## src/design/dupsl_defines.svh

```systemverilog
`ifndef DUPSL_DEFINES_SVH
`define DUPSL_DEFINES_SVH

// Register offsets
`define DUPSL_CH0_CTL   16'h009B
`define DUPSL_CH0_BUF   16'h0099
`define DUPSL_CH1_CTL   16'h009E
`define DUPSL_CH1_BUF   16'h009F
`define DUPSL_PWR_CTL   16'h0087
`define DUPSL_RATE_CTL  16'h00D8
`define DUPSL_MISC_CTL  16'hFFF1

// Reset values
`define DUPSL_CTL_RST   8'h00
`define DUPSL_MISC_RST  8'h00

// Control register fields, shared by both channels except DUPSL_MODE_LO, which channel 1 masks off
`define DUPSL_MODE_HI   7
`define DUPSL_MODE_LO   6
`define DUPSL_MPROC     5
`define DUPSL_REN       4
`define DUPSL_TB8       3
`define DUPSL_RB8       2
`define DUPSL_TI        1
`define DUPSL_RI        0
`define DUPSL_CH0_MASK  8'hFF
`define DUPSL_CH1_MASK  8'hBF

// Miscellaneous and rate fields
`define DUPSL_PDN_BIT   7
`define DUPSL_LPBK_BIT  1
`define DUPSL_SEL_BIT   0
`define DUPSL_DBL_BIT   7
`define DUPSL_RSRC_BIT  7

// Ticks per bit minus one: 12, 64 and 32 ticks
`define DUPSL_LIM_MODE0 6'h0B
`define DUPSL_LIM_FIXED 6'h3F
`define DUPSL_LIM_VAR   6'h1F

// Bits per frame; receive counts leave out the start bit
`define DUPSL_TXB_SYNC  4'h8
`define DUPSL_TXB_NINE  4'hB
`define DUPSL_TXB_EIGHT 4'hA
`define DUPSL_RXB_SYNC  4'h8
`define DUPSL_RXB_NINE  4'hA
`define DUPSL_RXB_EIGHT 4'h9

`endif

```

## src/design/dupsl_pkg.sv

```systemverilog
package dupsl_pkg;
  typedef enum logic [1:0] {rx_idle, rx_start, rx_bits} dupsl_rx_st_t;
endpackage : dupsl_pkg

```

## src/design/dupsl_uart.sv

```systemverilog
// Implementation choice: strobed register access.
`timescale 1ns/10ps
`include "dupsl_defines.svh"
// Notes on behaviour
// [RQ1] Select bit picks channel driving shared pins
// [RQ2] Loopback feeds selected transmitter to other receiver
// [RQ3] Top misc bit powers whole block down
// [RQ4] Mode 0: clock on tx, data on rx
// [RQ5] Mode 0 receive needs flag clear, enable set
// [RQ6] Async receive starts on start bit, enabled
// [RQ7] Eight-bit frame: start, eight data, stop
// [RQ8] Mode 1 receive: buffer data, stop to ninth
// [RQ9] Mode 1 rate from generator or timer
// [RQ10] Mode 2: eleven bits, fixed 1/32 or 1/64
// [RQ11] Nine-bit modes send and store ninth bit
// [RQ12] Mode 3 like mode 2, variable rate
// [RQ13] Channel 0 mode bits decode 00-11
// [RQ14] Transmit flag set by hardware, software clears
// [RQ15] Channel 1 mode A: eleven bits, ninth bit
// [RQ16] Channel 1 mode A: generator rate only
// [RQ17] Channel 1 mode B: ten bits, stop stored
// [RQ18] Buffer write sends, read gives received byte
// [RQ19] Rate source bit: timer or generator
// [RQ20] Rate double bit doubles bit rate
// [RQ21] Multiprocessor: only ninth-bit-one frames flag (code does this in nine-bit modes; eight-bit modes flag every frame)
// [RQ22] Receive flag set on frame, held till cleared
// [RQ23] Buffer write starts frame when channel connected
module dupsl_uart
  import dupsl_pkg::*;
(
  // Clock and reset
  input  wire logic        sys_clk,
  input  wire logic        rst_b,
  input  wire logic        clk_en,
  // Register port
  input  wire logic [15:0] addr,
  input  wire logic [7:0]  wdata,
  input  wire logic        wr_stb,
  input  wire logic        rd_stb,
  output logic      [7:0]  rdata,
  // Rate ticks
  input  wire logic        timer1_tick,
  input  wire logic        brg_tick,
  // Serial pins
  input  wire logic        rx_line,
  output logic             rx_line_drv,
  output logic             rx_line_oe_b,
  output logic             tx_pin,
  // Power
  output logic             power_down
);

  logic       rx_meta;
  logic       rxd_s;
  logic [7:0] misc;
  logic       dbl;
  logic       rsrc;
  logic [7:0] next_rdata;
  logic       next_tx_pin;
  logic       next_rx_drv;
  logic       next_rx_oe_b;

  wire        sel  = misc[`DUPSL_SEL_BIT];
  wire        lpbk = misc[`DUPSL_LPBK_BIT];
  wire        pd   = misc[`DUPSL_PDN_BIT];
  wire        run  = ~pd; // RQ3

  wire [1:0]  tx_line;
  wire [1:0]  tx_act;
  wire [1:0]  any_act;
  wire [1:0]  sync_w;
  wire [1:0]  sclk_w;
  wire [7:0]  ctl_rd [0:1];
  wire [7:0]  buf_rd [0:1];

  wire wr_misc = wr_stb & (addr == `DUPSL_MISC_CTL);
  wire wr_pwr  = wr_stb & (addr == `DUPSL_PWR_CTL);
  wire wr_rate = wr_stb & (addr == `DUPSL_RATE_CTL);

  // Pin input crosses from outside; only the second stage is used
  always_ff @(posedge sys_clk or negedge rst_b) begin
    if (!rst_b) begin
      rx_meta <= 1'b1;
      rxd_s   <= 1'b1;
    end else if (clk_en) begin
      rx_meta <= rx_line;
      rxd_s   <= rx_meta;
    end
  end

  always_ff @(posedge sys_clk or negedge rst_b) begin
    if (!rst_b) begin
      misc <= `DUPSL_MISC_RST;
      dbl  <= 1'b0;
      rsrc <= 1'b0;
    end else if (clk_en) begin
      if (wr_misc) begin
        misc <= wdata & 8'h83;
      end
      if (wr_pwr) begin
        dbl <= wdata[`DUPSL_DBL_BIT];
      end
      if (wr_rate) begin
        rsrc <= wdata[`DUPSL_RSRC_BIT];
      end
    end
  end

  genvar ch;
  generate
    for (ch = 0; ch < 2; ch = ch + 1) begin : g_ch
      localparam logic        ID    = (ch == 1);
      localparam logic [15:0] CTL_A = (ch == 0) ? `DUPSL_CH0_CTL : `DUPSL_CH1_CTL;
      localparam logic [15:0] BUF_A = (ch == 0) ? `DUPSL_CH0_BUF : `DUPSL_CH1_BUF;
      localparam logic [7:0]  MASK  = (ch == 0) ? `DUPSL_CH0_MASK : `DUPSL_CH1_MASK;

      logic [7:0]   ctl;
      logic [7:0]   rbuf;
      logic [7:0]   next_ctl;
      logic [7:0]   next_rbuf;
      logic         sync;
      logic         nine;
      logic         fixed;
      logic         timer;
      logic         tx_busy;
      logic [10:0]  tx_sh;
      logic [5:0]   tx_cnt;
      logic [3:0]   tx_left;
      logic         next_tx_busy;
      logic [10:0]  next_tx_sh;
      logic [5:0]   next_tx_cnt;
      logic [3:0]   next_tx_left;
      logic         tx_done;
      dupsl_rx_st_t rx_st;
      dupsl_rx_st_t next_rx_st;
      logic [9:0]   rx_sh;
      logic [5:0]   rx_cnt;
      logic [3:0]   rx_left;
      logic         rx_prev;
      logic [9:0]   next_rx_sh;
      logic [5:0]   next_rx_cnt;
      logic [3:0]   next_rx_left;
      logic         rx_take;

      wire wr_ctl = wr_stb & (addr == CTL_A);
      wire wr_buf = wr_stb & (addr == BUF_A);
      wire conn   = (sel == ID); // RQ1
      wire ren    = ctl[`DUPSL_REN];
      wire mp     = ctl[`DUPSL_MPROC];
      wire tb8    = ctl[`DUPSL_TB8];

      if (ch == 0) begin : g_mode0
        assign sync  = ~ctl[`DUPSL_MODE_HI] & ~ctl[`DUPSL_MODE_LO]; // RQ13
        assign nine  = ctl[`DUPSL_MODE_HI]; // RQ13
        assign fixed = ctl[`DUPSL_MODE_HI] & ~ctl[`DUPSL_MODE_LO]; // RQ10
        assign timer = ~rsrc & ~fixed & ~sync; // RQ9 RQ12 RQ19
      end else begin : g_mode1
        assign sync  = 1'b0;
        assign nine  = ~ctl[`DUPSL_MODE_HI]; // RQ15 RQ17
        assign fixed = 1'b0;
        assign timer = 1'b0; // RQ16 RQ17
      end

      // Fixed and shift modes count system clocks directly
      wire       tick = (sync | fixed) ? 1'b1 : (timer ? timer1_tick : brg_tick);
      wire [5:0] base = sync ? `DUPSL_LIM_MODE0 : (fixed ? `DUPSL_LIM_FIXED : `DUPSL_LIM_VAR);
      wire [5:0] lim  = (dbl & ~sync) ? {1'b0, base[5:1]} : base; // RQ20
      wire [5:0] half = {1'b0, lim[5:1]};

      // Receiver input: own pin, or looped transmitter of the other channel
      wire other_tx = (sel != ID) ? tx_line[1-ch] : 1'b1;
      wire rx_in    = lpbk ? other_tx : (conn ? rxd_s : 1'b1); // RQ2

      // A write while busy is dropped rather than corrupting the frame
      wire tx_load = wr_buf & conn & ~tx_busy & run; // RQ23
      wire [10:0] frame = sync ? {3'b111, wdata}
                               : {1'b1, nine ? tb8 : 1'b1, wdata, 1'b0}; // RQ7 RQ11

      always_comb begin
        next_tx_busy = tx_busy;
        next_tx_sh   = tx_sh;
        next_tx_cnt  = tx_cnt;
        next_tx_left = tx_left;
        tx_done      = 1'b0;
        if (!run) begin
          next_tx_busy = 1'b0;
        end else if (tx_load) begin
          next_tx_busy = 1'b1;
          next_tx_cnt  = 6'h00;
          next_tx_sh   = frame;
          next_tx_left = sync ? `DUPSL_TXB_SYNC
                              : (nine ? `DUPSL_TXB_NINE : `DUPSL_TXB_EIGHT); // RQ10 RQ15
        end else if (tx_busy && tick) begin
          if (tx_cnt == lim) begin
            next_tx_cnt  = 6'h00;
            next_tx_sh   = {1'b1, tx_sh[10:1]}; // RQ4
            next_tx_left = tx_left - 4'h1;
            if (tx_left == 4'h1) begin
              next_tx_busy = 1'b0;
              tx_done      = 1'b1;
            end
          end else begin
            next_tx_cnt = tx_cnt + 6'h01;
          end
        end
      end

      wire       arm_sync  = sync & ren & ~ctl[`DUPSL_RI]; // RQ5
      wire       arm_async = ~sync & ren & rx_prev & ~rx_in; // RQ6
      wire [9:0] shin      = {rx_in, rx_sh[9:1]};
      wire [7:0] rx_data   = sync ? shin[9:2] : (nine ? shin[7:0] : shin[8:1]);
      wire       rx_n9     = nine ? shin[8] : shin[9]; // RQ8 RQ11 RQ17
      wire       keep      = ~(mp & nine & ~rx_n9); // RQ21

      always_comb begin
        next_rx_st   = rx_st;
        next_rx_sh   = rx_sh;
        next_rx_cnt  = rx_cnt;
        next_rx_left = rx_left;
        rx_take      = 1'b0;
        if (!run) begin
          next_rx_st = rx_idle;
        end else begin
          unique case (rx_st)
            rx_idle: begin
              next_rx_cnt = 6'h00;
              if (arm_sync) begin
                next_rx_st   = rx_bits;
                next_rx_left = `DUPSL_RXB_SYNC;
              end else if (arm_async) begin
                next_rx_st   = rx_start;
                next_rx_left = nine ? `DUPSL_RXB_NINE : `DUPSL_RXB_EIGHT;
              end
            end
            rx_start: begin
              if (tick) begin
                if (rx_cnt == half) begin
                  next_rx_cnt = 6'h00;
                  // Glitch shorter than half a bit is not a start
                  next_rx_st  = rx_in ? rx_idle : rx_bits; // RQ8
                end else begin
                  next_rx_cnt = rx_cnt + 6'h01;
                end
              end
            end
            rx_bits: begin
              if (tick) begin
                if (rx_cnt == lim) begin
                  next_rx_cnt  = 6'h00;
                  next_rx_sh   = shin;
                  next_rx_left = rx_left - 4'h1;
                  if (rx_left == 4'h1) begin
                    next_rx_st = rx_idle;
                    rx_take    = keep; // RQ21 RQ22
                  end
                end else begin
                  next_rx_cnt = rx_cnt + 6'h01;
                end
              end
            end
          endcase
        end
      end

      // Hardware set wins over a software clear in the same cycle
      always_comb begin
        next_ctl  = wr_ctl ? (wdata & MASK) : ctl;
        next_rbuf = rbuf;
        if (tx_done) begin
          next_ctl[`DUPSL_TI] = 1'b1; // RQ14
        end
        if (rx_take) begin
          next_ctl[`DUPSL_RI] = 1'b1; // RQ22
          next_rbuf           = rx_data; // RQ18
          if (!sync) begin
            next_ctl[`DUPSL_RB8] = rx_n9; // RQ8 RQ11
          end
        end
      end

      always_ff @(posedge sys_clk or negedge rst_b) begin
        if (!rst_b) begin
          ctl     <= `DUPSL_CTL_RST;
          rbuf    <= 8'h00;
          tx_busy <= 1'b0;
          tx_sh   <= 11'h7FF;
          tx_cnt  <= 6'h00;
          tx_left <= 4'h0;
        end else if (clk_en) begin
          ctl     <= next_ctl;
          rbuf    <= next_rbuf;
          tx_busy <= next_tx_busy;
          tx_sh   <= next_tx_sh;
          tx_cnt  <= next_tx_cnt;
          tx_left <= next_tx_left;
        end
      end

      always_ff @(posedge sys_clk or negedge rst_b) begin
        if (!rst_b) begin
          rx_st   <= rx_idle;
          rx_sh   <= 10'h000;
          rx_cnt  <= 6'h00;
          rx_left <= 4'h0;
          rx_prev <= 1'b1;
        end else if (clk_en) begin
          rx_st   <= next_rx_st;
          rx_sh   <= next_rx_sh;
          rx_cnt  <= next_rx_cnt;
          rx_left <= next_rx_left;
          rx_prev <= rx_in;
        end
      end

      wire       rx_run = sync & (rx_st == rx_bits);
      wire [5:0] ph     = tx_busy ? tx_cnt : rx_cnt;

      // Shift clock low first half of a bit, rising where data is taken
      assign sclk_w[ch]  = (tx_busy | rx_run) ? (ph > half) : 1'b1; // RQ4
      assign tx_line[ch] = tx_busy ? tx_sh[0] : 1'b1;
      assign tx_act[ch]  = tx_busy & sync;
      assign any_act[ch] = tx_busy | rx_run;
      assign sync_w[ch]  = sync;
      assign ctl_rd[ch]  = ctl;
      assign buf_rd[ch]  = rbuf;
    end
  endgenerate

  wire shift0 = sync_w[0] & ~sel;

  assign next_tx_pin  = (shift0 & any_act[0]) ? sclk_w[0] : tx_line[sel]; // RQ1 RQ4
  assign next_rx_oe_b = ~(shift0 & tx_act[0]); // RQ4
  assign next_rx_drv  = (shift0 & tx_act[0]) ? tx_line[0] : 1'b1;

  wire [7:0] misc_rd = misc & 8'h83;
  wire [7:0] pwr_rd  = {dbl, 7'h00};
  wire [7:0] rate_rd = {rsrc, 7'h00};

  always_comb begin
    next_rdata = 8'h00;
    if (rd_stb) begin
      unique case (addr)
        `DUPSL_CH0_CTL:  next_rdata = ctl_rd[0];
        `DUPSL_CH0_BUF:  next_rdata = buf_rd[0]; // RQ18
        `DUPSL_CH1_CTL:  next_rdata = ctl_rd[1];
        `DUPSL_CH1_BUF:  next_rdata = buf_rd[1]; // RQ18
        `DUPSL_PWR_CTL:  next_rdata = pwr_rd;
        `DUPSL_RATE_CTL: next_rdata = rate_rd;
        `DUPSL_MISC_CTL: next_rdata = misc_rd;
        default:         next_rdata = 8'h00;
      endcase
    end
  end

  always_ff @(posedge sys_clk or negedge rst_b) begin
    if (!rst_b) begin
      rdata        <= 8'h00;
      tx_pin       <= 1'b1;
      rx_line_drv  <= 1'b1;
      rx_line_oe_b <= 1'b1;
      power_down   <= 1'b0;
    end else if (clk_en) begin
      rdata        <= next_rdata;
      tx_pin       <= next_tx_pin;
      rx_line_drv  <= next_rx_drv;
      rx_line_oe_b <= next_rx_oe_b;
      power_down   <= pd; // RQ3
    end
  end

endmodule : dupsl_uart

```

## config.mk

```make
export PLATFORM = sky130hd
export DESIGN_NAME = dupsl_uart
export DESIGN_NICKNAME = d
export VERILOG_FILES = /design/src/design/dupsl_pkg.sv /design/src/design/dupsl_uart.sv
export VERILOG_INCLUDE_DIRS = /design/src /design/src/design
export SDC_FILE = /design/constraint.sdc
export NUM_CORES = 1
export LEC_CHECK = 0
export ABC_CLOCK_PERIOD_IN_PS = 3150
export BUFFER_PORTS_ARGS = -buffer_cell sky130_fd_sc_hd__buf_2
export CAP_MARGIN = 20
export CORE_ASPECT_RATIO = 1.25
export CORE_MARGIN = 1.5
export CORE_UTILIZATION = 50
export CTS_CLUSTER_SIZE = 14
export DETAILED_ROUTE_END_ITERATION = 10
export HOLD_SLACK_MARGIN = 0.1
export PLACE_DENSITY_LB_ADDON = 0.3
export SLEW_MARGIN = 15
export SYNTH_ARGS = -nofsm -noshare
export SYNTH_HDL_FRONTEND = slang
export SYNTH_SLANG_ARGS = --single-unit
export TNS_END_PERCENT = 30
```

## constraint.sdc

```tcl
create_clock -name sys_clk -period 3.15 [get_ports sys_clk]
set_clock_uncertainty 0.05 [all_clocks]
set_input_delay 0.945 -clock sys_clk [delete_from_list [all_inputs] [get_ports sys_clk]]
set_output_delay 0.945 -clock sys_clk [all_outputs]
set_load 0.02 [all_outputs]
```

==> results.cfg, run 1 <==
[placed_design]
portBuffers = 43
dp_hpwl_um = 14040
place_area_um2 = 8496
dp_slack_ps = 127.5
place_congestion = 0.9225

[clocking]
cts_buffer_depth = 2
cts_made_buffers = 17
cts_tree = built
cts_resized = 0
root_buffer = clkbuf_16
insertion_delay_ps = 420
clkTransAtPathRegs_ps = 50
cts_hold_buf = 0
htree_levels = 4
cts_setup_buffers = 0
cts_num_sinks = 136

[global_route]
grt_usage_pct = 24.91
grt_pass1_wl_um = 31770
grt-ovfl-total = 0
grt_pass1_vias = 6300
grt_start_max_net_pins = 56
antenna_found_initial = 1

[sta]
fin_ws_ps = 377.1
setup_tns_ps = 0
finalHoldViolCount = 0
whs_ps = 413.9
rsz0062_at_grt = false
relSlewSlack_pct = 39.55
slew_viol_final = 0
fmax_mhz = 360.6
period_minus_slack_ps = 2773
finalCritPeriodShare_pct = 88.03
worst_slew_pin_slew_ps = 895.4
setup_viol = 0

[final_layout]
nNetsFinal = 937
fin_area_um2 = 9092
layout_common_cells = 109 x dfrtp_1, 103 x nand2_1, 88 x o21ai_0, 47 x nor2_1, 42 x buf_2
n_fill_cell = 1352
area_delta_synth_final_pct = 15.33
final_layout_size_suffix_gt1_share_pct = 22.32
layout_commonest_cell = dfrtp_1

[detailed_routing]
drt_iter0_markers = 489
first_pass_iters = 8
final_antenna_net_count = 0
avgRoutedWirePerCell_um = 17.58
drcViolationCount = 0
num_vias = 6530
wl_um = 19520
viasPerCell = 5.883

[hold_path]
hold_class = reg2reg

[synth]
syn_nets = 878
yosysWarningCount = 0
yosys.cell_types.count = 77
synth-main-ff-cell = dfrtp_1
async_flop_share_pct = 100.0
synth_cells = 824
synth.avg_cell_area_um2 = 9.568
synth_edf_count = 0
seq_area_frac_synth_pct = 43.60
netlist_area_um2 = 7884
yosys_register_bits = 136

[worst_setup_path]
worstSetupEndpointType = register
critPathArrivalTime_ps = 3060
worstSetupPathType = reg2reg
crit_required_ps = 3430
crit_fanout = 20
startpoint_type = register

[floorplan]
io_pins = 44
initial_core_util_pct = 50.84
rows = 51
design.die.area_um2 = 16530
die_x_um = 115.3
die_h_um = 143.4
core_um2 = 15510

[pwr]
power_density_nw_per_um2 = 544.5
p_leak_nw = 3.845
ir_drop_v = 0.0003844

[outcome]
status = finished, final reports clean

[job]
max_cap_viol_count = 0
[kinds of logic (layout without fill, tap and decap cells)]
family / after synthesis / in the layout / synth area share (%)
muxes: 79 / 79 / 10.74
adders and majority gates: 22 / 22 / 3.491
and+or+nand+nor: 285 / 285 / 18.76
DFF: 136 / 136 / 43.60
xor gates and xnor gates: 14 / 14 / 1.555
buffers and inverters: 72 / 144 / 3.888
other: 1 / 3 / 0.04757
AOI/OAI and AO/OA: 215 / 215 / 17.92
[sequential cells by signal (all words and copies together) (netlist names), 2 cells and up]
name          count
g_ch.rx_sh       18
g_ch.tx_left      8
g_ch.rx_st        4
g_ch.rbuf        16
rdata             8
g_ch.rx_prev      2
g_ch.tx_sh       20
g_ch.rx_left      8
g_ch.ctl         15
g_ch.tx_cnt      12
misc              3
g_ch.tx_busy      2
g_ch.rx_cnt      12
[cell usage after synthesis (7+ instances only)]
cell type / n / area share, %
a22oi_1: 16 / 1.5
nor4_1: 7 / 0.56
nor3_1: 16 / 1.0
nand3_1: 24 / 1.5
a21oi_1: 20 / 1.3
nand4_1: 12 / 0.95
nand2_1: 103 / 4.9
nor2_1: 47 / 2.2
dfstp_2: 27 / 9.0
xnor2_1: 10 / 1.1
ha_1: 22 / 3.5
nand3b_1: 8 / 0.76
nor2b_1: 12 / 0.95
clkbuf_1: 25 / 1.2
mux2_2: 39 / 5.6
o21ai_0: 88 / 5.6
dfrtp_1: 109 / 35
inv_1: 33 / 1.6
mux2i_1: 34 / 4.3
[power by group]
group	total, mW	internal, mW	leakage (nW)	switching (mW)
clock	1.98	1.23	0.289	0.758
combinational	0.851	0.367	1.85	0.483
sequential	2.12	1.94	1.71	0.176
total	4.95	3.53	3.85	1.42
[metal layers]
metal  share of wire, %  vias to the layer above  GRT usage (%)
li1                   -                     3137              -
met1                 42                     3175          31.03
met2                 50                      185          41.67
met3                5.7                       33          5.399
met4                2.4                        0          10.53
met5                  0                        -              0
[worst max-delay path: stages (launching register included)]
cell and delay [ps]:
dfrtp_1 620, or2_1 320, inv_1 140, o311ai_0 800
a2111oi_4 110, o21ai_1 220, buf_4 250, nand2_1 70
o21ai_0 90
[final cells by class]
class | count | area [µm²] | area share (%)
Tap cell | 212 | 265.3 | 2.917
Multi-Input combinational cell | 616 | 4153 | 45.67
Timing Repair Buffer | 79 | 516.7 | 5.683
Inverter | 33 | 123.9 | 1.362
Clock buffer | 21 | 470.5 | 5.174
Clock inverter | 11 | 121.4 | 1.335
Antenna cell | 2 | 5.005 | 0.05504
Sequential cell | 136 | 3437 | 37.80
[path summary, 6_finish.rpt]
kind | from | to | slack, ps | depth (start not counted)
max | g_ch[0].ctl[7] | g_ch[0].tx_sh[1] | 380 | 8
min reg2reg | g_ch[0].tx_sh[3] | g_ch[0].tx_sh[3] | 410 | 2
max in group asynchronous | rst_b | g_ch[1].tx_sh[3] | 1870 | 2
min in group asynchronous | rst_b | g_ch[0].tx_cnt[0] | 440 | 1
min | g_ch[0].tx_sh[3] | g_ch[0].tx_sh[3] | 410 | 2
max reg2reg | g_ch[0].ctl[7] | g_ch[0].tx_sh[1] | 380 | 8
[stage by stage]
| stage | instances | total power, mW | util, % |
|---|---|---|---|
| 2_1_floorplan | 824 | 2.690 | - |
| 3_3_place_gp | 1076 | 2.953 | 54.79 |
| 3_5_place_dp | 1076 | 2.977 | 54.79 |
| 4_1_cts | 1108 | 4.982 | 58.61 |
| 5_1_grt | 1109 | 5.204 | 58.62 |
| 6_report | 1110 | 4.951 | 58.64 |
Note: power is estimated with default switching activity, not from simulation.
==> inputs of run 2 (changes only) <==
BUFFER_PORTS_ARGS = unset   (was -buffer_cell sky130_fd_sc_hd__buf_2)
DONT_BUFFER_PORTS = 1   (was unset)
==> results.cfg, run 2 (synthesis gave the netlist of run 1 again) <==
[outcome]
status = finished, final reports clean

[worst_setup_path]
cp_slowest_cell = a2111oi_4
path_delay_family = compound AO/OA/AOI/OAI gates
startpoint_type = register
crit_fanout = 14
worstSetupPathType = reg2reg
crit_chain = or2_1, or3_1, a2111oi_4, o21ai_1, buf_4, o21ai_0
critPathArrivalTime_ps = 3050
cp_num_buf_inv = 1
slowest_delay_ps = 550
worstSetupEndpointType = register
crit_required_ps = 3420

[global_route]
grt_start_max_net_pins = 137
grt_pass1_vias = 6422
grt_pass1_wl_um = 32420
grt_usage_pct = 25.43
grt-ovfl-total = 0
top_usage_layer = met2
grt_use_met1_pct = 30.91
met3_usage_pct = 5.188
antenna_found_initial = 1
grt_use_met2_pct = 43.13

[detailed_routing]
wl_um = 19860
num_vias = 6508
viasPerCell = 6.145
first_pass_iters = 5
final_antenna_net_count = 0
avgRoutedWirePerCell_um = 18.75
drcViolationCount = 0
drt_iter0_markers = 519

[clocking]
clkTransAtPathRegs_ps = 60
cts_num_sinks = 136
cts_resized = 0
cts_tree = built
cts_buffer_depth = 2
cts_made_buffers = 17
root_buffer = clkbuf_16
cts_hold_buf = 0
insertion_delay_ps = 420
cts_setup_buffers = 0
htree_levels = 4

[sta]
whs_ps = 181.7
rsz0062_at_grt = false
period_minus_slack_ps = 2779
fmax_mhz = 359.8
finalCritPeriodShare_pct = 88.23
finalHoldViolCount = 0
relSlewSlack_pct = 52.69
slew_viol_final = 0
worst_slew_pin_slew_ps = 709.7
setup_tns_ps = 0
setup_viol = 0

[final_layout]
layout_common_cells = 109 x dfrtp_1, 103 x nand2_1, 88 x o21ai_0, 47 x nor2_1, 39 x mux2_2
area_delta_synth_final_pct = 11.38
final_util_pct = 56.63
regMostFlops = g_ch.tx_sh
largest_register_ff_count = 20
n_fill_cell = 1328
top_regs = g_ch.tx_sh: 20 flops, g_ch.rx_sh: 18 flops, g_ch.rbuf: 16 flops
nNetsFinal = 887
multi_input_comb_area_um2 = 4153
layout.cells.non_filler = 1059
final_layout_size_suffix_gt1_share_pct = 17.73
layout_commonest_cell = dfrtp_1
register_area_um2 = 3437

[pwr]
p_leak_nw = 3.608
power_density_nw_per_um2 = 540.2
total_power_mw = 4.744
ir_drop_v = 0.0003646

[placed_design]
place_congestion = 0.9749
place_inst = 1026
dp_hpwl_um = 14170
portBuffers = 0

[hold_path]
hold_class = in2async

[floorplan]
die_h_um = 143.4
initial_core_util_pct = 50.84
design.die.area_um2 = 16530
rows = 51
die_x_um = 115.3
core_um2 = 15510
io_pins = 44

[job]
max_cap_viol_count = 0
-- run 2: cell count changes in the layout (fill, tap and decap cells not counted), moves of 2 or more --
cell,previous run,this run
buf_2,42,0
buf_4,34,28
bufinv_16,2,0
clkbuf_16,17,19
clkbuf_8,3,0
clkinv_2,4,2
clkinv_4,2,5
inv_4,0,2
-- run 2: final cells by class --
class	count	area share, %
Antenna cell	1	0.02850
Clock inverter	12	1.026
Clock buffer	20	5.457
Multi-Input combinational cell	616	47.29
Sequential cell	136	39.14
Tap cell	212	3.021
Timing Repair Buffer	29	2.622
Inverter	33	1.411
-- run 2: worst register-to-register path, delay by kind of cell, from the launching register on --
family	cells	cell delay (ps)
flip-flops	1	520
buffers and inverters	1	260
AO/OA/AOI/OAI	3	1040
AND/OR/NAND/NOR	2	820
-- run 2: path summary, 6_finish.rpt --
kind,startpoint,end,slack [ps],cells after the start
min in group sys_clk,g_ch[0].tx_sh[4],g_ch[0].tx_sh[4],420,2
hold reg to reg,g_ch[0].tx_sh[4],g_ch[0].tx_sh[4],420,2
max in group asynchronous,rst_b,g_ch[0].tx_sh[7],2580,0
hold / removal,rst_b,g_ch[0].tx_cnt[1],180,0
setup / recovery,g_ch[0].ctl[6],g_ch[0].tx_left[1],370,6
setup reg to reg,g_ch[0].ctl[6],g_ch[0].tx_left[1],370,6
-- run 2: layer usage --
metal	routed length, µm	part of all wire (%)
met1	8175	41
met2	9824	49
met3	1149	5.8
met4	710	3.6
met5	0	0
-- run 2: stage by stage --
| step | setup WS [ps] | area (µm²) |
|---|---|---|
| floorplan | 308.9 | 7884 |
| global placement | 309.4 | 8209 |
| detailed placement | 264.0 | 8209 |
| CTS | 380.6 | 8778 |
| global route | 207.0 | 8781 |
| finish | 370.6 | 8781 |
-- run 2: power breakdown --
part	switching, mW	total (mW)	internal, mW	leakage [nW]
Clock	0.777	1.88	1.11	0.277
Combinational	0.388	0.718	0.329	1.62
Sequential	0.202	2.14	1.94	1.71
Total	1.37	4.74	3.38	3.61
==> inputs of run 3 (changes only) <==
ABC_CLOCK_PERIOD_IN_PS = 3500   (was 3150)
CORE_UTILIZATION = 56   (was 50)
clock period = 3.5 ns   (was 3.15 ns; I/O delays follow)
==> results.cfg, run 3 (synthesis gave the netlist of run 1 again) <==
[worst_setup_path]
startpoint_type = register
worstSetupPathType = reg2reg
crit_fanout = 13
r2r_cells = 5
r2r_end = g_ch[0].rx_sh[1]
startpoint = dbl
worstSetupEndpointType = register
endpoint = g_ch[0].rx_sh[1]
r2r-start = dbl
crit_required_ps = 3760
r2r_setup_slack_ps = 680
critPathArrivalTime_ps = 3080

[sta]
setup_tns_ps = 0
slew_viol_final = 0
rsz0062_at_grt = false
finalCritPeriodShare_pct = 80.60
period_minus_slack_ps = 2821
fmax_mhz = 354.5
fin_ws_ps = 679.1
whs_ps = 267.6
worst_slew_pin_slew_ps = 876.4
setup_viol = 0
relSlewSlack_pct = 40.83
finalHoldViolCount = 0

[floorplan]
initial_core_util_pct = 57.32
core_um2 = 13750
die_x_um = 109.1
design.die.area_um2 = 14800
rows = 48
io_pins = 44
die_h_um = 135.7

[clocking]
insertion_delay_ps = 430
cts_resized = 0
cts_buffer_depth = 2
cts_hold_buf = 0
cts_num_sinks = 136
clkTransAtPathRegs_ps = 60
cts_setup_buffers = 0
htree_levels = 4
cts_tree = built
cts_made_buffers = 17
root_buffer = clkbuf_16

[final_layout]
fin_area_um2 = 8776
layout_common_cells = 109 x dfrtp_1, 103 x nand2_1, 88 x o21ai_0, 47 x nor2_1, 39 x mux2_2
nNetsFinal = 880
top_regs = g_ch.tx_sh: 20 flops, g_ch.rx_sh: 18 flops, g_ch.rbuf: 16 flops
regMostFlops = g_ch.tx_sh
layout_commonest_cell = dfrtp_1
multi_input_comb_area_um2 = 4153
register_area_um2 = 3437
n_fill_cell = 1103
n_antenna_cell = 0
area_delta_synth_final_pct = 11.32
largest_register_ff_count = 20
final_layout_size_suffix_gt1_share_pct = 17.04
layout.cells.non_filler = 1014

[placed_design]
place_area_um2 = 8098
dp_slack_ps = 406.4
place_congestion = 0.9434
portBuffers = 0
place_inst = 982
dp_hpwl_um = 14220

[pwr]
sw_frac_of_total_pct = 26.45
clock_power_share_pct = 44.5
pwr-share-seq_pct = 41.6
intPower_mw = 3.414
ir_drop_v = 0.0003364
p_switching_mw = 1.228
p_leak_nw = 3.614
combPwrFrac_pct = 13.9
power_density_nw_per_um2 = 528.9

[job]
max_cap_viol_count = 0

[detailed_routing]
first_pass_iters = 5
avgRoutedWirePerCell_um = 20.10
drcViolationCount = 0
viasPerCell = 6.446
drt_iter0_markers = 608
num_vias = 6536
final_antenna_net_count = 0
wl_um = 20380

[global_route]
grt_start_max_net_pins = 137
antenna_found_initial = 0
grt_pass1_vias = 6593
grt-ovfl-total = 0
grt_usage_pct = 29.31
grt_pass1_wl_um = 33090

[hold_path]
hold_class = in2async

[outcome]
status = finished, final reports clean
==> run 3: power groups by stage <==
stage               Combinational (mW)  Sequential, mW  Clock [mW]
global placement                 0.595            1.94           0
detailed placement               0.635            1.95           0
CTS                              0.642            1.93        2.09
global route                     0.733            1.95        2.15
floorplan                        0.525            1.90           0
finish                           0.645            1.93        2.07
==> run 3: critical path, stage by stage, from the launching register on <==
cell and delay (ps):
dfrtp_1 630, nand4bb_1 320, a221oi_1 500, nand4_1 340, or2_1 460, mux2_1 380
==> run 3: worst min path at each step <==
stage,start,to,slack [ps],depth (start not counted)
2_1_floorplan,g_ch[1].tx_left[3],g_ch[1].tx_left[3],390,1
4_1_cts,rst_b,g_ch[1].tx_cnt[0],250,0
3_3_place_gp,g_ch[0].tx_sh[4],g_ch[0].tx_sh[4],400,2
5_1_grt,rst_b,g_ch[0].tx_cnt[1],250,0
3_5_place_dp,g_ch[1].tx_left[3],g_ch[1].tx_left[3],410,1
6_report,rst_b,g_ch[0].tx_cnt[4],270,0
==> run 3: metal layers <==
layer	GRT usage (%)	routed length, µm	up-vias
met3	6.445	1446	59
met2	48.75	10240	256
met4	15.79	768	0
met1	35.03	7927	3212
met5	0	0	-
li1	-	-	3009
==> run 3: final cells by class <==
type	count	area share [%]
Sequential cell	136	39.16
Inverter	33	1.411
Tap cell	175	2.495
Timing Repair Buffer	22	1.882
Multi-Input combinational cell	616	47.32
Clock buffer	20	5.204
Clock inverter	12	2.524
==> run 3: stage by stage <==
stage	util, %	power (mW)
2_1_floorplan	-	2.421
3_3_place_gp	58.88	2.534
3_5_place_dp	58.88	2.586
4_1_cts	63.81	4.655
5_1_grt	63.81	4.837
6_report	63.81	4.642
